`config.mk`:
```
export PLATFORM = sky130hd
export DESIGN_NAME = timer_baud_clockout_duty
export DESIGN_NICKNAME = d
export VERILOG_FILES = /design/src/inc/tmr_pkg.sv /design/src/tmr_prescale.sv /design/src/timer_baud_clockout_duty.sv
export SDC_FILE = /design/constraint.sdc
export NUM_CORES = 1
export LEC_CHECK = 0
export BUFFER_PORTS_ARGS = -buffer_cell sky130_fd_sc_hd__buf_4
export CAP_MARGIN = 20
export CORE_MARGIN = 3
export CORE_UTILIZATION = 45
export CTS_CLUSTER_DIAMETER = 120
export CTS_CLUSTER_SIZE = 40
export DETAILED_ROUTE_END_ITERATION = 10
export SYNTH_ARGS = -nofsm -noshare
export SYNTH_HDL_FRONTEND = slang
export SYNTH_HIERARCHICAL = 1
export SYNTH_SLANG_ARGS = --single-unit
```
`constraint.sdc`:
```
create_clock -name REF_CLK_I -period 3.75 [get_ports REF_CLK_I]
set_input_delay 0.375 -clock REF_CLK_I [delete_from_list [all_inputs] [get_ports REF_CLK_I]]
set_output_delay 0.375 -clock REF_CLK_I [all_outputs]
set_load 0.02 [all_outputs]
```
`src/inc/tmr_pkg.sv`:
```
// Package with register offsets, field positions, reset values and timing constants
package tmr_pkg;
	// Register offsets (word index on the plain register port)
	localparam logic [3:0] ADDR_CTRL = 4'h0;
	localparam logic [3:0] ADDR_MODE = 4'h1;
	localparam logic [3:0] ADDR_MODE1 = 4'h2;
	localparam logic [3:0] ADDR_COUNT_LOW = 4'h3;
	localparam logic [3:0] ADDR_COUNT_HIGH = 4'h4;
	localparam logic [3:0] ADDR_RELOAD_LOW = 4'h5;
	localparam logic [3:0] ADDR_RELOAD_HIGH = 4'h6;
	// Control register fields
	localparam int CTRL_OVF = 7;
	localparam int CTRL_EXT = 6;
	localparam int CTRL_B5 = 5;
	localparam int CTRL_B4 = 4;
	localparam int CTRL_FALL_EN = 3;
	localparam int CTRL_RUN_HIGH = 2;
	localparam int CTRL_CT = 1;
	localparam int CTRL_CPRL = 0;
	// Mode register fields
	localparam int MODE_SPLIT = 7;
	localparam int MODE_B6 = 6;
	localparam int MODE_RISE_EN = 5;
	localparam int MODE_X12 = 4;
	localparam int MODE_RUN_LOW = 3;
	localparam int MODE_RUN_LOW_CLR = 2;
	localparam int MODE_CKO_EN = 1;
	localparam int MODE_MS0 = 0;
	// Mode register 1 fields
	localparam int MODE1_LOW_CS = 7;
	localparam int MODE1_IRQ_MASK = 6;
	localparam int MODE1_BANK = 5;
	localparam int MODE1_CKS = 4;
	localparam int MODE1_MS1 = 3;
	// Reset values
	localparam logic [7:0] RESET_BYTE = 8'h00;
	// Prescale ratios and the duty mode code
	localparam int SYS_DIV12 = 12;
	localparam int SYS_DIV2 = 2;
	localparam logic [2:0] MODE_DUTY = 3'h6;
	// Duty capture phases
	typedef enum logic [1:0] {
		DUTY_IDLE = 2'b00,
		DUTY_WAIT_FIRST = 2'b01,
		DUTY_WAIT_SECOND = 2'b10,
		DUTY_WAIT_THIRD = 2'b11
	} duty_state_t;
endpackage

```
`src/tmr_prescale.sv`:
```
// System clock prescaler producing divide-by-2 and divide-by-12 enable pulses
module tmr_prescale
	import tmr_pkg::*;
(
	input wire logic clk_i,
	input wire logic rst_n_i,
	output logic div2_o,
	output logic div12_o
);
	logic [3:0] cnt_q;
	logic half_q;

	// Free running divide-by-12 counter
	always_ff @(posedge clk_i or negedge rst_n_i) begin
		if (!rst_n_i) begin
			cnt_q <= 4'h0;
		end else if (cnt_q == 4'(SYS_DIV12 - 1)) begin
			cnt_q <= 4'h0;
		end else begin
			cnt_q <= cnt_q + 4'h1;
		end
	end

	// Divide-by-2 toggle
	always_ff @(posedge clk_i or negedge rst_n_i) begin
		if (!rst_n_i) begin
			half_q <= 1'b0;
		end else begin
			half_q <= ~half_q;
		end
	end

	assign div2_o = half_q;
	assign div12_o = (cnt_q == 4'(SYS_DIV12 - 1));
endmodule // tmr_prescale

```
`src/timer_baud_clockout_duty.sv`:
```
// Second timer: split duty capture, baud generation and programmable clock output
// Overview of operation
// Split plus duty mode code makes two 8-bit counters; the high one does duty capture.
// First trigger edge must be rising; it starts counting, sets no flag.
// Second edge copies high counter to high reload; flag if fall enable.
// Third edge clears high run bit; flag if rise enable set.
// Transmit and receive clock selects pick timer 1 or this overflow.
// Baud generation is active only while a clock select is set.
// Baud mode high rollover reloads all sixteen bits from reload registers.
// Baud mode counts at half system clock or from the count pin.
// Baud mode rollover still sets overflow flag; mask bit gates interrupt.
// Baud mode falling trigger sets external flag without any reload.
// Software should not access counter bytes while baud generation runs.
// Software may read reloads in baud mode, should stop before writing.
// Split mode 0: low byte is 8-bit baud source, high byte auto-reloads.
// Capture select 0 and clock-out enable give a 50% clock output.
// Sixteen-bit clock-out counts at system_clock/2, /12 or /1, reloads on overflow.
// Clock-out frequency is input clock over 2*(65536 - reload).
// Clock-out overflows set overflow flag; baud may share the rate.
// Software sets source, reloads, counter, clock-out enable, then run.
// Split clock output toggles on low overflow, input over 2*(256 - reload).
// Software configures low source and bytes before setting low run.
// Split clock-out low overflows set low overflow flag; enable gates only the interrupt.
// Bank select maps two control bits to clock selects or low flag set.
// Clock-out pin inverts on each qualifying overflow, giving square wave.
module timer_baud_clockout_duty
	import tmr_pkg::*;
(
	input wire logic REF_CLK_I,
	input wire logic RSTN_I,
	input wire logic [3:0] ADDR_I,
	input wire logic [7:0] WDATA_I,
	input wire logic WR_I,
	input wire logic RD_I,
	input wire logic COUNT_PIN_I,
	input wire logic TRIGGER_PIN_I,
	input wire logic TIMER1_OVF_I,
	output logic [7:0] RDATA_O,
	output logic CLOCK_OUT_PIN_O,
	output logic RX_BAUD_O,
	output logic TX_BAUD_O,
	output logic OVERFLOW_EVENT_O,
	output logic IRQ_O
);
	logic [7:0] ctrl_q;
	logic [7:0] mode_q;
	logic [7:0] mode1_q;
	logic rx_clock_select_q;
	logic tx_clock_select_q;
	logic low_x12_q;
	logic low_overflow_flag_q;
	logic low_overflow_irq_enable_q;
	logic trig_invert_q;
	logic [7:0] count_low_q;
	logic [7:0] count_high_q;
	logic [7:0] reload_low_q;
	logic [7:0] reload_high_q;
	logic trig_prev_q;
	duty_state_t duty_q;
	logic div2;
	logic div12;
	logic [2:0] mode_code;
	logic split_enable;
	logic baud_mode;
	logic duty_mode;
	logic trig_now;
	logic rise_edge;
	logic fall_edge;
	logic ext_set;
	logic tick_high;
	logic tick_low;
	logic run_high;
	logic run_low;
	logic ovf16;
	logic ovf_low;
	logic ovf_high;
	logic overflow_event;
	logic duty_capture;
	logic duty_stop;
	logic wr_ctrl;

	// Shared divider for the slow enables
	tmr_prescale u_prescale (
		.clk_i(REF_CLK_I),
		.rst_n_i(RSTN_I),
		.div2_o(div2),
		.div12_o(div12)
	);

	// Select a clock enable from the three-bit source code
	function automatic logic pick_tick(input logic [2:0] sel, input logic d2, input logic d12,
			input logic pin_rise, input logic low_ovf);
		case (sel)
			3'h0: pick_tick = d12;
			3'h1: pick_tick = pin_rise;
			3'h2: pick_tick = 1'b1;
			3'h3: pick_tick = low_ovf;
			default: pick_tick = d2;
		endcase
	endfunction

	logic pin_prev_q;
	logic pin_rise;
	always_ff @(posedge REF_CLK_I or negedge RSTN_I) begin
		if (!RSTN_I) begin
			pin_prev_q <= 1'b0;
			trig_prev_q <= 1'b0;
		end else begin
			pin_prev_q <= COUNT_PIN_I;
			trig_prev_q <= trig_now;
		end
	end
	assign pin_rise = COUNT_PIN_I & ~pin_prev_q;

	// Mode decoding
	assign mode_code = {mode1_q[MODE1_MS1], ctrl_q[CTRL_CPRL], mode_q[MODE_MS0]};
	assign split_enable = mode_q[MODE_SPLIT];
	assign baud_mode = (rx_clock_select_q | tx_clock_select_q) & ~split_enable;
	assign duty_mode = split_enable && (mode_code == MODE_DUTY);
	assign run_high = ctrl_q[CTRL_RUN_HIGH];
	assign run_low = mode_q[MODE_RUN_LOW];
	assign trig_now = TRIGGER_PIN_I ^ trig_invert_q;
	assign rise_edge = trig_now & ~trig_prev_q;
	assign fall_edge = ~trig_now & trig_prev_q;

	// Tick selection; baud mode forces half system clock unless the pin is chosen
	always_comb begin
		if (baud_mode) begin
			tick_high = ctrl_q[CTRL_CT] ? pin_rise : div2;
		end else if (ctrl_q[CTRL_CPRL] == 1'b0 && mode_q[MODE_CKO_EN] && !split_enable &&
				mode_q[MODE_X12] == 1'b0 && ctrl_q[CTRL_CT] == 1'b0 &&
				mode1_q[MODE1_CKS]) begin
			tick_high = div2;
		end else begin
			tick_high = pick_tick({mode1_q[MODE1_CKS], mode_q[MODE_X12], ctrl_q[CTRL_CT]},
				div2, div12, pin_rise, ovf_low);
		end
		tick_low = low_x12_q ? 1'b1 : div12;
	end

	// Overflow detection for each arrangement
	assign ovf16 = !split_enable && run_high && tick_high && ({count_high_q, count_low_q} == 16'hffff);
	assign ovf_low = split_enable && run_low && tick_low && (count_low_q == 8'hff);
	assign ovf_high = split_enable && run_high && tick_high && (count_high_q == 8'hff) && !duty_mode;
	assign overflow_event = split_enable ? ovf_low : ovf16;

	// Duty capture edge sequencing
	assign duty_capture = duty_mode && (duty_q == DUTY_WAIT_SECOND) && fall_edge;
	assign duty_stop = duty_mode && (duty_q == DUTY_WAIT_THIRD) && rise_edge;
	always_ff @(posedge REF_CLK_I or negedge RSTN_I) begin
		if (!RSTN_I) begin
			duty_q <= DUTY_IDLE;
		end else begin
			case (duty_q)
				DUTY_IDLE: if (duty_mode && run_high) duty_q <= DUTY_WAIT_FIRST;
				DUTY_WAIT_FIRST: if (!duty_mode || !run_high) duty_q <= DUTY_IDLE;
					else if (rise_edge) duty_q <= DUTY_WAIT_SECOND;
				DUTY_WAIT_SECOND: if (!duty_mode || !run_high) duty_q <= DUTY_IDLE;
					else if (fall_edge) duty_q <= DUTY_WAIT_THIRD;
				DUTY_WAIT_THIRD: if (!duty_mode || !run_high || rise_edge) duty_q <= DUTY_IDLE;
				default: duty_q <= DUTY_IDLE;
			endcase
		end
	end

	// External event: falling needs fall enable, rising needs rise enable
	always_comb begin
		if (duty_mode) begin
			ext_set = (duty_capture && ctrl_q[CTRL_FALL_EN]) ||
				(duty_stop && mode_q[MODE_RISE_EN]);
		end else begin
			ext_set = (fall_edge && ctrl_q[CTRL_FALL_EN]) ||
				(rise_edge && mode_q[MODE_RISE_EN]);
		end
	end

	assign wr_ctrl = WR_I && (ADDR_I == ADDR_CTRL);

	// Control register; hardware sets win over software clears
	always_ff @(posedge REF_CLK_I or negedge RSTN_I) begin
		if (!RSTN_I) begin
			ctrl_q <= RESET_BYTE;
		end else begin
			if (wr_ctrl) begin
				ctrl_q <= {WDATA_I[7:6], 2'b00, WDATA_I[3:0]};
			end
			if (duty_stop) ctrl_q[CTRL_RUN_HIGH] <= 1'b0;
			if (ovf16 || ovf_high) ctrl_q[CTRL_OVF] <= 1'b1;
			if (ext_set) ctrl_q[CTRL_EXT] <= 1'b1;
		end
	end

	// Banked bits behind the three shared positions
	always_ff @(posedge REF_CLK_I or negedge RSTN_I) begin
		if (!RSTN_I) begin
			rx_clock_select_q <= 1'b0;
			tx_clock_select_q <= 1'b0;
			low_x12_q <= 1'b0;
			low_overflow_flag_q <= 1'b0;
			low_overflow_irq_enable_q <= 1'b0;
			trig_invert_q <= 1'b0;
		end else begin
			if (wr_ctrl && !mode1_q[MODE1_BANK]) begin
				rx_clock_select_q <= WDATA_I[CTRL_B5];
				tx_clock_select_q <= WDATA_I[CTRL_B4];
			end
			if (wr_ctrl && mode1_q[MODE1_BANK]) begin
				low_overflow_flag_q <= WDATA_I[CTRL_B5];
				low_overflow_irq_enable_q <= WDATA_I[CTRL_B4];
			end
			if (WR_I && ADDR_I == ADDR_MODE) begin
				if (mode1_q[MODE1_BANK]) trig_invert_q <= WDATA_I[MODE_B6];
				else low_x12_q <= WDATA_I[MODE_B6];
			end
			if (ovf_low) low_overflow_flag_q <= 1'b1;
		end
	end

	// Mode registers
	always_ff @(posedge REF_CLK_I or negedge RSTN_I) begin
		if (!RSTN_I) begin
			mode_q <= RESET_BYTE;
			mode1_q <= RESET_BYTE;
		end else begin
			if (WR_I && ADDR_I == ADDR_MODE) mode_q <= {WDATA_I[7], 1'b0, WDATA_I[5:0]};
			if (WR_I && ADDR_I == ADDR_MODE1) mode1_q <= WDATA_I;
			if (ovf_high && mode_q[MODE_RUN_LOW_CLR]) mode_q[MODE_RUN_LOW] <= 1'b0;
		end
	end

	// Counters and reload registers
	always_ff @(posedge REF_CLK_I or negedge RSTN_I) begin
		if (!RSTN_I) begin
			count_low_q <= RESET_BYTE;
			count_high_q <= RESET_BYTE;
			reload_low_q <= RESET_BYTE;
			reload_high_q <= RESET_BYTE;
		end else begin
			if (WR_I && ADDR_I == ADDR_COUNT_LOW) count_low_q <= WDATA_I;
			if (WR_I && ADDR_I == ADDR_COUNT_HIGH) count_high_q <= WDATA_I;
			if (WR_I && ADDR_I == ADDR_RELOAD_LOW) reload_low_q <= WDATA_I;
			if (WR_I && ADDR_I == ADDR_RELOAD_HIGH) reload_high_q <= WDATA_I;
			if (!split_enable) begin
				if (ovf16) begin
					// Reload in auto-reload, baud and clock-out arrangements
					count_high_q <= reload_high_q;
					count_low_q <= reload_low_q;
				end else if (run_high && tick_high) begin
					{count_high_q, count_low_q} <= {count_high_q, count_low_q} + 16'h0001;
				end
			end else begin
				if (ovf_low) count_low_q <= reload_low_q;
				else if (run_low && tick_low) count_low_q <= count_low_q + 8'h01;
				if (duty_capture) reload_high_q <= count_high_q;
				if (duty_mode) begin
					// Counts only between first edge and third edge
					if (duty_q == DUTY_WAIT_SECOND || duty_q == DUTY_WAIT_THIRD) begin
						if (run_high && tick_high && !duty_stop)
							count_high_q <= count_high_q + 8'h01;
					end
				end else if (ovf_high) begin
					count_high_q <= reload_high_q;
				end else if (run_high && tick_high) begin
					count_high_q <= count_high_q + 8'h01;
				end
			end
		end
	end

	// Clock output toggles on each qualifying overflow; disabled pin rests low
	always_ff @(posedge REF_CLK_I or negedge RSTN_I) begin
		if (!RSTN_I) begin
			CLOCK_OUT_PIN_O <= 1'b0;
		end else if (!mode_q[MODE_CKO_EN] || ctrl_q[CTRL_CPRL]) begin
			CLOCK_OUT_PIN_O <= 1'b0;
		end else if (overflow_event) begin
			CLOCK_OUT_PIN_O <= ~CLOCK_OUT_PIN_O;
		end
	end

	// Baud pulses to the serial engine, one cycle late to come from flip-flops
	always_ff @(posedge REF_CLK_I or negedge RSTN_I) begin
		if (!RSTN_I) begin
			RX_BAUD_O <= 1'b0;
			TX_BAUD_O <= 1'b0;
			OVERFLOW_EVENT_O <= 1'b0;
			IRQ_O <= 1'b0;
		end else begin
			RX_BAUD_O <= rx_clock_select_q ? overflow_event : TIMER1_OVF_I;
			TX_BAUD_O <= tx_clock_select_q ? overflow_event : TIMER1_OVF_I;
			OVERFLOW_EVENT_O <= overflow_event;
			IRQ_O <= (ctrl_q[CTRL_OVF] && !mode1_q[MODE1_IRQ_MASK]) || ctrl_q[CTRL_EXT] ||
				(low_overflow_flag_q && low_overflow_irq_enable_q);
		end
	end

	// Read port; data stand the cycle after the strobe
	always_ff @(posedge REF_CLK_I or negedge RSTN_I) begin
		if (!RSTN_I) begin
			RDATA_O <= RESET_BYTE;
		end else if (RD_I) begin
			case (ADDR_I)
				ADDR_CTRL: RDATA_O <= mode1_q[MODE1_BANK] ?
					{ctrl_q[7:6], low_overflow_flag_q, low_overflow_irq_enable_q, ctrl_q[3:0]} :
					{ctrl_q[7:6], rx_clock_select_q, tx_clock_select_q, ctrl_q[3:0]};
				ADDR_MODE: RDATA_O <= {mode_q[7], mode1_q[MODE1_BANK] ? trig_invert_q : low_x12_q,
					mode_q[5:0]};
				ADDR_MODE1: RDATA_O <= mode1_q;
				ADDR_COUNT_LOW: RDATA_O <= count_low_q;
				ADDR_COUNT_HIGH: RDATA_O <= count_high_q;
				ADDR_RELOAD_LOW: RDATA_O <= reload_low_q;
				ADDR_RELOAD_HIGH: RDATA_O <= reload_high_q;
				default: RDATA_O <= RESET_BYTE;
			endcase
		end else begin
			RDATA_O <= RESET_BYTE;
		end
	end
endmodule // timer_baud_clockout_duty

```
### Yosys cells after proc, flatten, opt, wreduce, memory -nomap -nowiden

Index checks and enable logic that the tools add are counted.

* input port bits: 19
* register bits: 81

* mux-type cells: 49
* bitwise operators: 16
* eq/ne operators: 21
* add/subtract/negate cells: 4
* reduce and logical (&&, ||, !) cells: 68

Operators by type and width (number)
* $mux W8: 20
* $pmux W8 S7: 1
* $logic_and A1 B1 Y1: 40
* $mux W1: 17
* $add A16 B1 Y16 const B: 1
* $add A8 B1 Y8 const B: 2
* $eq A16 B16 Y1 const B: 1
* $eq A8 B8 Y1 const B: 2
* $eq A4 B3 Y1 const B: 3
* $mux W2: 6
* $reduce_bool A2 Y1: 6
* $not A1 Y1: 10
* $logic_or A1 B1 Y1: 9
* $eq A4 B2 Y1 const B: 2
* $mux W4: 2
* $pmux W2 S4: 1
* $logic_not A1 Y1: 7
* $eq A3 B2 Y1 const B: 2
* $mux W6: 1
* $ne A3 B3 Y1 const B: 2
* $add A4 B1 Y4 const B: 1
* $and A1 B1 Y1: 4
* $eq A2 B2 Y1 const B: 2
* $eq A4 B1 Y1 const B: 1
* 13 further kinds: 15

### Depth between registers and ports, before layout

Gate-level depths: netlist of the first run.

* word-level depth: 14
* depth in mapped cells: 11

### Cells and area by module

The synthesis of the first run kept the hierarchy.

By module, submodules not included
* timer_baud_clockout_duty: instances 1, cells each 513, area an instance 4899.7 sq um
* tmr_prescale: instances 1, cells each 16, area an instance 202.7 sq um

### Worst setup path before layout of the first run

Ideal clock, no wire load.

* path type: register to register
* start point: register u_prescale.cnt_q[0]
* end point: register count_high_q[3]
* path buffers: 1
* required time: 3624 ps
* stages on the path, launching flop included: 11
* period minus slack after synthesis: 2231 ps
* data arrival time: 2105 ps
* slack: 1519 ps
* cells stage by stage: dfrtp_1 > ha_1 > nand2b_4 > nor2_2 > o21ai_0 > nor4_4 > o221a_1 > buf_4 > nand2_2 > o22ai_1 > a221o_1

* cells in the longest elaborated chain, start to end: 13
* elaborated cells on any way between the ends: 22
* classes of those cells: eq/ne (1); mux (12); reduce/logical (9)

RTL lines
* start, declared: RTL line tmr_prescale.sv:10 `logic [3:0] cnt_q;`
* start signal, assigned: RTL line tmr_prescale.sv:20 `cnt_q <= cnt_q + 4'h1;`
* $eq A4 B4 Y1 *: RTL line tmr_prescale.sv:34 `assign div12_o = (cnt_q == 4'(SYS_DIV12 - 1));`
* named net div12: RTL line timer_baud_clockout_duty.sv:61 `logic div12;`
* $mux W1: RTL line timer_baud_clockout_duty.sv:138 `tick_low = low_x12_q ? 1'b1 : div12;`
* $logic_and A1 B1 Y1 (2 in a row): RTL line timer_baud_clockout_duty.sv:143 `assign ovf_low = split_enable && run_low && tick_low && (count_low_q == 8'hff);`
* $pmux W1 S4 *: RTL line timer_baud_clockout_duty.sv:93 `case (sel)`
* $mux W1 *: RTL line timer_baud_clockout_duty.sv:130 `end else if (ctrl_q[CTRL_CPRL] == 1'b0 && mode_q[MODE_CKO_EN] && !split_enable &&`
* $mux W1 *: RTL line timer_baud_clockout_duty.sv:128 `if (baud_mode) begin`
* $logic_and A1 B1 Y1 (on tied branches)
* $logic_and A1 B1 Y1 (on tied branches): RTL line timer_baud_clockout_duty.sv:258, timer_baud_clockout_duty.sv:144
* $mux W8 or $logic_and A1 B1 Y1 (tied branches): RTL line timer_baud_clockout_duty.sv:258, timer_baud_clockout_duty.sv:144
* $mux W8 (on tied branches): RTL line timer_baud_clockout_duty.sv:257, timer_baud_clockout_duty.sv:261
* $mux W8: RTL line timer_baud_clockout_duty.sv:255 `if (duty_mode) begin`
* $mux W8 *: RTL line timer_baud_clockout_duty.sv:243 `if (!split_enable) begin`
* end signal, assigned: RTL line timer_baud_clockout_duty.sv:246 `count_high_q <= reload_high_q;`
* end signal, assigned: RTL line timer_baud_clockout_duty.sv:259 `count_high_q <= count_high_q + 8'h01;`
* end signal, assigned: RTL line timer_baud_clockout_duty.sv:262 `count_high_q <= reload_high_q;`
* end, declared: RTL line timer_baud_clockout_duty.sv:55 `logic [7:0] count_high_q;`

Mark *: on every way through the listed nets, which the timed path passes. The rest lies on a longest branch.
A chain may end at the register's enable or synchronous reset.

### Worst setup path in the final report of the first run

* start point: register count_high_q[0]
* end point: register count_high_q[7]

* cells in the longest elaborated chain, start to end: 6
* elaborated cells on any way between the ends: 15
* classes of those cells: add/sub (2); eq/ne (2); mux (8); reduce/logical (3)

RTL lines
* start signal, assigned: RTL line timer_baud_clockout_duty.sv:246
* start signal, assigned: RTL line timer_baud_clockout_duty.sv:249 `{count_high_q, count_low_q} <= {count_high_q, count_low_q} + 16'h0001;`
* start signal, assigned: RTL line timer_baud_clockout_duty.sv:259
* parallel branches: the longest is 5 deep, another holds $add A16 B1 Y16
* $mux W8 *: RTL line timer_baud_clockout_duty.sv:243

Mark *: on every way between the ends.

==> results.yml, run 1 <==
outcome:
  status: "complete, but fails checks"
  violations: "negative hold slack"
synth:
  synth_edf_count: 0
  yosys.area.top_type: "dfrtp_1"
  synth_top_family_by_area: "multiplexers"
  netlist_instances: 529
  syn_nets: 551
  synthDistinctLibCells: 74
  synth.mux.area_fraction: 0.180
  ys_async_sr_fraction: 1.00
  avgSynthCellArea_um2: 9.65
  synth_compound_area_frac: 0.170
  yosys.area.top_type_share: 0.397
  synth_area_leaders: "dfrtp_1, mux2_2, mux2i_1, nor2_1, a21oi_1"
  synth-simple-area-share: 0.174
  yosysWarnings: 6
  seq_area_frac_synth: 0.397
  synth-seq-cells: 81
  synth_fa_ha_area_frac: 0.00736
  synthXorXnorAreaFrac: 0.0309
  synth_ff_type: "dfrtp_1"
  syn_area_um2: 5100
power:
  power_mw: 3.54
  p_switching_mw: 1.41
  p_int_mw: 2.13
  combinationalPowerShare: 0.337
  leakage_nw: 2.48
  sw_frac_of_total: 0.399
  clkPwrFrac: 0.247
  irDropWorstVdd_v: 0.000436
  pwr-share-seq: 0.416
  p_per_area_nw_per_um2: 621
setup_path:
  end_kind: "register"
  path_max_fanout: 16
  start_kind: "register"
  ff2ff_path_depth: 7
  cp_data_arrival_time_ns: 3.20
  crit_chain: "ha_1 -> and4_1 -> nand4_1 -> o21ai_0 -> nor3_1 -> a311oi_1 -> o22ai_1"
  worst_path_max_delay_cell: "nand4_1"
  worst-path-buf-inv: 0
  cpPeakStageDelay_ns: 0.63
  cp_num_cells: 7
  worstPathRequired_ns: 3.97
  crit_family: "simple AND/OR/NAND/NOR gates"
  worstSetupPathType: "register to register"
die:
  die_height_um: 112
  io_pins: 32
  initial_core_util: 0.465
  die_area_um2: 12700
  placement_rows: 38
  fp.coreArea_um2: 11000
  die_w_um: 112
clock_network:
  cts-htree-levels: 3
  path_clk_slew_ns: 0.06
  clk_latency_ns: 0.35
  cts_buffer_depth: 2
  cts_made_buffers: 9
  holdBufCountCts: 0
  post_cts_buffers: 0
  clockRootBuffer: "clkbuf_16"
  cts_resized: 0
  tritoncts: "done"
  cts_sinks: 81
global_routing:
  gr-total-overflow: 0
  grt_start_max_net_pins: 82
  grt_pass1_wl_um: 25100
  antenna_found_initial: 0
  grt_pass1_vias: 4182
  grt_use_total: 0.262
cells_and_area:
  fin_nets: 564
  fill_cells: 1005
  stdcell_count: 685
  register_area_um2: 2030
  fin_util: 0.519
  mostFrequentLayoutCell: "dfrtp_1"
  insertedDiodeCount: 0
  multiInputGateArea_um2: 2870
  areaGrowthSynthToFinish_pct: 11.7
  final_cell_mix: "dfrtp_1, nor2_1, mux2i_1"
  drive_gt1_frac: 0.211
  finalInstanceArea_um2: 5700
timing:
  finalCritPeriodShare: 0.793
  slew_viol_final: 0
  rsz0062_at_grt: "no"
  max_freq_ghz: 0.336
  tightestPinTransition_ns: 1.10
  whs_ns: -0.0233
  slew_headroom: 0.255
  setup_slack_ns: 0.775
  finalSetupViolCount: 0
  skew_ns: 0.00521
  fin_crit_ns: 2.98
  hold_viol: 34
  fin_setup_tns_ns: 0
place:
  io_buffers: 31
  dp_hpwl_um: 11000
  dp_slack_ns: 0.892
  dp_cells: 670
  placed_area_um2: 5390
  place.gp.congestion: 0.946
routing:
  first_pass_iters: 5
  ant_nets: 0
  num_vias: 4334
  drtIter0Drc: 404
  drt_wl_total_um: 16000
  drc: 0
  drt-wirelength-per-cell_um: 23.4
  via_per_inst: 6.33
hold_path:
  hold_class: "primary input to async pin"
run:
  cap_violations: 0
layout make-up:
| class | count | share of cell area |
|---|---|---|
| multi-input cells | 401 | 0.503 |
| flip-flops and latches | 81 | 0.356 |
| repair buffers | 39 | 0.0549 |
| clock buffers | 9 | 0.0395 |
| well taps | 140 | 0.0307 |
| clock inverters | 5 | 0.0101 |
| inverters | 10 | 0.00658 |
final timing paths:
| path | slack (ns) | endpoint | start |
|---|---|---|---|
| min | -0.02 | mode1_q[0] | RSTN_I |
| min in group REF_CLK_I | 0.14 | pin_prev_q | COUNT_PIN_I |
| max | 0.77 | count_high_q[7] | count_high_q[0] |
| max reg2reg | 0.77 | count_high_q[7] | count_high_q[0] |
| min reg2reg | 0.47 | u_prescale/div2_o | u_prescale/div2_o |
| max in group asynchronous | 3.16 | reload_low_q[6] | RSTN_I |
cells in the mapped netlist (2+ instances only):
cell and count:
a211o_1 3, a211oi_1 12, a21oi_1 30, a221o_1 2, a221oi_1 4, a22oi_1 10
a311oi_1 2, a31oi_1 4, and3_1 4, and3b_1 2, and4_1 3, buf_1 4
buf_2 17, clkbuf_1 13, dfrtp_1 81, ha_1 3, inv_1 10, mux2_2 39
mux2i_1 41, mux4_2 3, nand2_1 38, nand2b_1 3, nand3_1 19, nand3_2 2
nand4_1 5, nor2_1 50, nor2_2 3, nor2b_1 6, nor3_1 10, nor3_2 2
nor3b_1 3, o2111ai_1 3, o211ai_1 4, o21ai_0 22, o21ai_1 13, o22ai_1 3
o2bb2ai_1 2, o31a_1 2, xnor2_1 10, xor2_1 8
worst register-to-register path, cell delays in order, from the launching register on:
cell      delay (ns)
dfrtp_1         0.56
ha_1            0.36
and4_1          0.30
nand4_1         0.63
o21ai_0         0.49
nor3_1          0.10
a311oi_1        0.28
o22ai_1         0.13
sequential cells by signal (all words and copies together) (netlist names), 2 cells and up:
name	count
mode1_q	8
count_low_q	8
RDATA_O	8
u_prescale/cnt_q	4
ctrl_q	6
reload_high_q	8
duty_q	2
count_high_q	8
reload_low_q	8
mode_q	7
power groups by stage:
stage	Sequential, mW	Combinational (mW)	Clock (mW)
final	1.47	1.19	0.874
after global routing	1.50	1.33	0.927
after CTS	1.46	1.18	0.890
after detailed placement	1.47	1.17	0
after global placement	1.47	1.15	0
after floorplan	1.26	0.987	0
per-layer routing:
metal | wire, um | track usage
met5 | 0 | 0
met4 | 467 | 0.0954
met2 | 7390 | 0.406
met1 | 6890 | 0.358
met3 | 1280 | 0.0642
kinds of logic (layout without fill, tap and decap cells):
| logic type | Yosys count | count (layout) |
|---|---|---|
| AO/OA/AOI/OAI | 131 | 131 |
| XOR/XNOR | 18 | 18 |
| adder cells (fa/ha/maj) | 3 | 3 |
| buffers and inverters | 47 | 63 |
| flip-flops | 81 | 81 |
| multiplexers | 83 | 83 |
| AND/OR/NAND/NOR | 166 | 166 |
(Power assumes the default switching activity.)
==> run 2, diff against run 1 <==
==> constraint.sdc (replaced) <==
create_clock -name REF_CLK_I -period 2.4 [get_ports REF_CLK_I]
set_input_delay 0.24 -clock REF_CLK_I [delete_from_list [all_inputs] [get_ports REF_CLK_I]]
set_output_delay 0.24 -clock REF_CLK_I [all_outputs]
set_load 0.02 [all_outputs]
==> run 2 against run 1 <==
  * The run now ends clean
  * Setup slack worse by 0.58 ns
  * Sequential share of layout area decreased by 1.7 points
  * Utilization is 2.6 points higher
  * Critical path type unchanged
  * Largest power group unchanged
==> results.yml, run 2 (synthesis gave the netlist of run 1 again) <==
cells_and_area:
  fin_nets: 598
  areaGrowthSynthToFinish_pct: 17.3
  stdcell_count: 721
  fin_util: 0.545
  insertedDiodeCount: 0
  drive_gt1_frac: 0.260
  final_cell_mix: "dfrtp_1, buf_4, nor2_1"
  mostFrequentLayoutCell: "dfrtp_1"
routing:
  ant_nets: 0
  drtIter0Drc: 400
  drt_wl_total_um: 16100
  drc: 0
  num_vias: 4469
  via_per_inst: 6.20
  drt-wirelength-per-cell_um: 22.4
  first_pass_iters: 6
global_routing:
  grt_pass1_wl_um: 25700
  gr-total-overflow: 0
  antenna_found_initial: 0
  globalRouteMet1Util: 0.367
  grt_busiest_layer: "met2"
  grt_start_max_net_pins: 66
  grt_use_met3: 0.0550
  grt_pass1_vias: 4440
  grtUsageMet2: 0.408
  grt_use_total: 0.263
place:
  place.gp.congestion: 0.931
  dp_hpwl_um: 11700
  dp_slack_ns: 0.0267
  dp_cells: 705
  io_buffers: 31
die:
  die_area_um2: 12700
  fp.coreArea_um2: 11000
  placement_rows: 38
  die_height_um: 112
  initial_core_util: 0.465
  io_pins: 32
  die_w_um: 112
power:
  irDropWorstVdd_v: 0.000470
  p_per_area_nw_per_um2: 970
  leakage_nw: 2.66
timing:
  rsz0062_at_grt: "no"
  finalCritPeriodShare: 0.917
  max_freq_ghz: 0.454
  hold_viol: 0
  slew_viol_final: 0
  slew_headroom: 0.438
  skew_ns: 0.00370
  fin_crit_ns: 2.20
  setup_slack_ns: 0.199
  tightestPinTransition_ns: 0.843
  finalSetupViolCount: 0
  fin_setup_tns_ns: 0
setup_path:
  worstSetupPathType: "register to register"
  ff2ff_path_depth: 9
  path_max_fanout: 6
  start_kind: "register"
  cp_data_arrival_time_ns: 2.42
  reg2reg_to: "count_high_q[3]"
  r2r_setup_slack_ns: 0.20
  end_kind: "register"
  r2r-start: "u_prescale/cnt_q[0]"
  worstPathRequired_ns: 2.62
hold_path:
  hold_class: "primary input to async pin"
clock_network:
  tritoncts: "done"
  clk_latency_ns: 0.34
  cts_made_buffers: 9
  cts_buffer_depth: 2
  cts_sinks: 81
  clockRootBuffer: "clkbuf_16"
  cts-htree-levels: 3
  path_clk_slew_ns: 0.06
outcome:
  status: "complete, no violations"
run:
  cap_violations: 0
## run 2: cell count changes in the layout (fill, tap and decap cells not counted), sizes merged
cell      previous run  this run
clkinvlp             0         1
inv                 11        10
bufinv               1         2
clkbuf               9        10
buf                 39        73
## run 2: worst max-delay path by stage
| stage | start | to | slack (ns) | cells after the start |
|---|---|---|---|---|
| global placement | u_prescale/cnt_q[0] | count_high_q[3] | 0.08 | 9 |
| finish | u_prescale/cnt_q[0] | count_high_q[3] | 0.20 | 9 |
| detailed placement | u_prescale/cnt_q[0] | count_high_q[3] | 0.03 | 9 |
| global route | u_prescale/cnt_q[0] | count_high_q[4] | 0.03 | 10 |
| CTS | u_prescale/cnt_q[0] | count_high_q[3] | 0.03 | 9 |
| floorplan | u_prescale/cnt_q[0] | count_high_q[3] | 0.17 | 10 |
## run 2: final cells by class
cell class              instances  area [um^2]
fillers                       996         5000
multi-input cells             401         2870
flip-flops and latches         81         2030
repair buffers                 73          561
clock buffers                  10          229
well taps                     140          175
clock inverters                 6         82.6
inverters                      10         37.5
## run 2: repair_timing
| action | 4_1_cts | 5_1_grt |
|---|---|---|
| endpoints found under the setup margin | 0 | 12 |
| resized for setup | 0 | 2 |
| buffers inserted | 0 | 0 |
| hold buffers | 0 | 0 |
## run 2: metrics by stage
stage | hold slack [ns] | instance area [um^2] | power [mW]
2_1_floorplan | -0.0556 | 5100 | 3.50
3_3_place_gp | 0.359 | 5670 | 4.27
3_5_place_dp | 0.361 | 5670 | 4.29
4_1_cts | 0.0109 | 5980 | 5.77
5_1_grt | 0.0180 | 5990 | 6.14
6_report | 0.0125 | 5990 | 5.81
## run 2: metal layers
metal,up-vias,share of wire,wire [um]
li1,2045,-,-
met5,-,0,0
met4,0,0.026,422
met2,189,0.45,7280
met3,32,0.070,1140
met1,2203,0.45,7290
## run 2: critical path, stage by stage (launching register included)
cell,delay (ns)
dfrtp_1,0.40
ha_1,0.25
nand2b_4,0.10
nor2_2,0.05
nor2b_1,0.12
o31a_1,0.27
o221a_4,0.34
nand2_2,0.11
o22ai_1,0.09
a221o_1,0.36
## run 2: power by group
group | total, mW | switching [mW] | leakage [nW] | internal (mW)
clock | 1.48 | 0.570 | 0.152 | 0.907
combinational | 2.15 | 1.17 | 1.51 | 0.979
sequential | 2.18 | 0.492 | 0.998 | 1.69
total | 5.81 | 2.24 | 2.66 | 3.57
==> run 3, diff against run 2 <==
--- a/config.mk
+++ b/config.mk
@@ -14,5 +14,4 @@
 export DETAILED_ROUTE_END_ITERATION = 10
 export SYNTH_ARGS = -nofsm -noshare
 export SYNTH_HDL_FRONTEND = slang
-export SYNTH_HIERARCHICAL = 1
 export SYNTH_SLANG_ARGS = --single-unit
==> run 3 against run 2 <==
  * Area after synthesis grew 3.0%
  * Critical endpoint is now count_high_q[1]
  * Non-clock buffer count fell by 13
  * Sequential power down 3%
  * Routed wire length about the same
==> results.yml, run 3 <==
cells_and_area:
  fin_util: 0.539
  fill_cells: 1060
  finalInstanceArea_um2: 6000
  drive_gt1_frac: 0.235
  register_area_um2: 2030
  insertedDiodeCount: 0
  fin_nets: 626
  final_cell_mix: "dfrtp_1, nand2_1, nor2_1"
  multiInputGateArea_um2: 3010
  mostFrequentLayoutCell: "dfrtp_1"
  areaGrowthSynthToFinish_pct: 14.2
die:
  die_area_um2: 13000
  initial_core_util: 0.472
  die_w_um: 114
  die_height_um: 114
  fp.coreArea_um2: 11100
  placement_rows: 38
  io_pins: 32
power:
  irDropWorstVdd_v: 0.000456
  leakage_nw: 2.61
  power_mw: 5.61
  p_per_area_nw_per_um2: 934
timing:
  finalCritPeriodShare: 0.943
  whs_ns: 0.0139
  slew_viol_final: 0
  hold_viol: 0
  tightestPinTransition_ns: 0.583
  fin_crit_ns: 2.26
  finalSetupViolCount: 0
  skew_ns: 0.00395
  slew_headroom: 0.612
  rsz0062_at_grt: "no"
  max_freq_ghz: 0.442
  fin_setup_tns_ns: 0
clock_network:
  cts_sinks: 81
  path_clk_slew_ns: 0.06
  tritoncts: "done"
  cts_made_buffers: 9
  cts-htree-levels: 3
  cts_buffer_depth: 2
  clockRootBuffer: "clkbuf_16"
  clk_latency_ns: 0.34
synth:
  synthTopCellsByCount: "dfrtp_1, nand2_1, nor2_1"
  yosysWarnings: 0
  netlist_instances: 569
  avgSynthCellArea_um2: 9.24
  yosys.area.top_type_share: 0.386
  synthDistinctLibCells: 74
  synth.most_common_cell: "dfrtp_1"
  yosys.area.top_type: "dfrtp_1"
  seq_area_frac_synth: 0.386
  ys_async_sr_fraction: 1.00
  synth_ff_type: "dfrtp_1"
  syn_nets: 591
  syn_area_um2: 5260
  synth_area_leaders: "dfrtp_1, mux2_2, mux2i_1, nand2_1, nor2_1"
  synth-seq-cells: 81
  synth_edf_count: 0
run:
  cap_violations: 0
routing:
  drc: 0
  first_pass_iters: 5
  wl_met3_um: 1240
  drtIter0Drc: 482
  met2_length_um: 7230
  drt_wl_total_um: 16100
  ant_nets: 0
  via_per_inst: 6.07
  wl_met1_um: 7060
  dr.max_layer_used: "met4"
  num_vias: 4550
  drt-wirelength-per-cell_um: 21.6
outcome:
  status: "complete, no violations"
global_routing:
  antenna_found_initial: 0
  grt_pass1_wl_um: 25500
  grt_pass1_vias: 4485
  grt_use_total: 0.258
  grt_start_max_net_pins: 43
  gr-total-overflow: 0
setup_path:
  worstSetupPathType: "register to register"
  end_kind: "register"
  start_kind: "register"
  path_max_fanout: 9
  crit_start: "count_low_q[0]"
  cp_data_arrival_time_ns: 2.49
  r2r-start: "count_low_q[0]"
  worstPathRequired_ns: 2.62
hold_path:
  hp-start: "COUNT_PIN_I"
  hold_class: "primary input to register"
place:
  io_buffers: 31
  dp_hpwl_um: 11700
  placed_area_um2: 5700
  place.gp.congestion: 0.957
[run 3: cell types whose count changed in the layout (fill, tap and decap cells not counted), moves of 4 or more]
cell	previous run	this run
a211oi_1	12	4
a21oi_1	30	18
buf_4	72	58
nand2_1	38	79
nand2b_1	3	7
nor2_1	50	61
o21ai_0	21	25
o21ai_1	14	3
[run 3: repair_timing]
item / in CTS / in global routing
hold endpoints to repair: 41 / 0
resized for setup: 0 / 2
setup endpoints to repair: 0 / 7
setup buffers: 0 / 0
hold buffers: 1 / 0
[run 3: worst max-delay path: stages, from the launching register on]
cell     delay (ns)
dfrtp_1        0.44
ha_1           0.27
and3_2         0.22
nand2_2        0.20
nor3_4         0.07
o21ai_2        0.40
o22ai_1        0.17
a221o_1        0.36
[run 3: path summary, 6_finish.rpt]
kind | end | slack (ns) | cells after the start
max | count_high_q[1] | 0.14 | 7
min | pin_prev_q | 0.01 | 1
max reg2reg | count_high_q[1] | 0.14 | 7
min reg2reg | u_prescale.cnt_q[0] | 0.47 | 1
max in group asynchronous | trig_prev_q | 1.33 | 3
min in group asynchronous | count_low_q[4] | 0.45 | 2
[run 3: cells by family after synthesis]
group           count (synthesis)  synth area share
simple gates                  221             0.205
buf+inv                        46            0.0436
xor+xnor                       17            0.0283
compound gates                120             0.163
fa+ha+maj                       3           0.00714
mux                            81             0.167
flops                          81             0.386
[run 3: layer usage]
metal	track usage	vias to the layer above
li1	-	2117
met1	0.369	2174
met2	0.388	212
met3	0.0433	47
met4	0.105	0
met5	0	-
[run 3: report_power, final]
part	internal (mW)	switching, mW	leakage, nW	total [mW]
combinational	0.978	1.14	1.47	2.12
clock	0.805	0.569	0.139	1.37
sequential	1.68	0.434	1.00	2.11
total	3.46	2.15	2.61	5.61
[run 3: final cells by class]
class                      instances  share of cell area
clock buffer                      11              0.0388
clock inverter                     5             0.00938
inverter                          10             0.00625
multi-input combinational        442               0.501
sequential                        81               0.338
tap                              140              0.0292
timing repair buffer              60              0.0775
[run 3: metrics by stage]
stage | std cells | setup WS [ns]
4_1_cts | 749 | 0.137
2_1_floorplan | 569 | 0.451
5_1_grt | 749 | 0.0121
6_report | 749 | 0.137
3_5_place_dp | 732 | 0.156
3_3_place_gp | 732 | 0.234
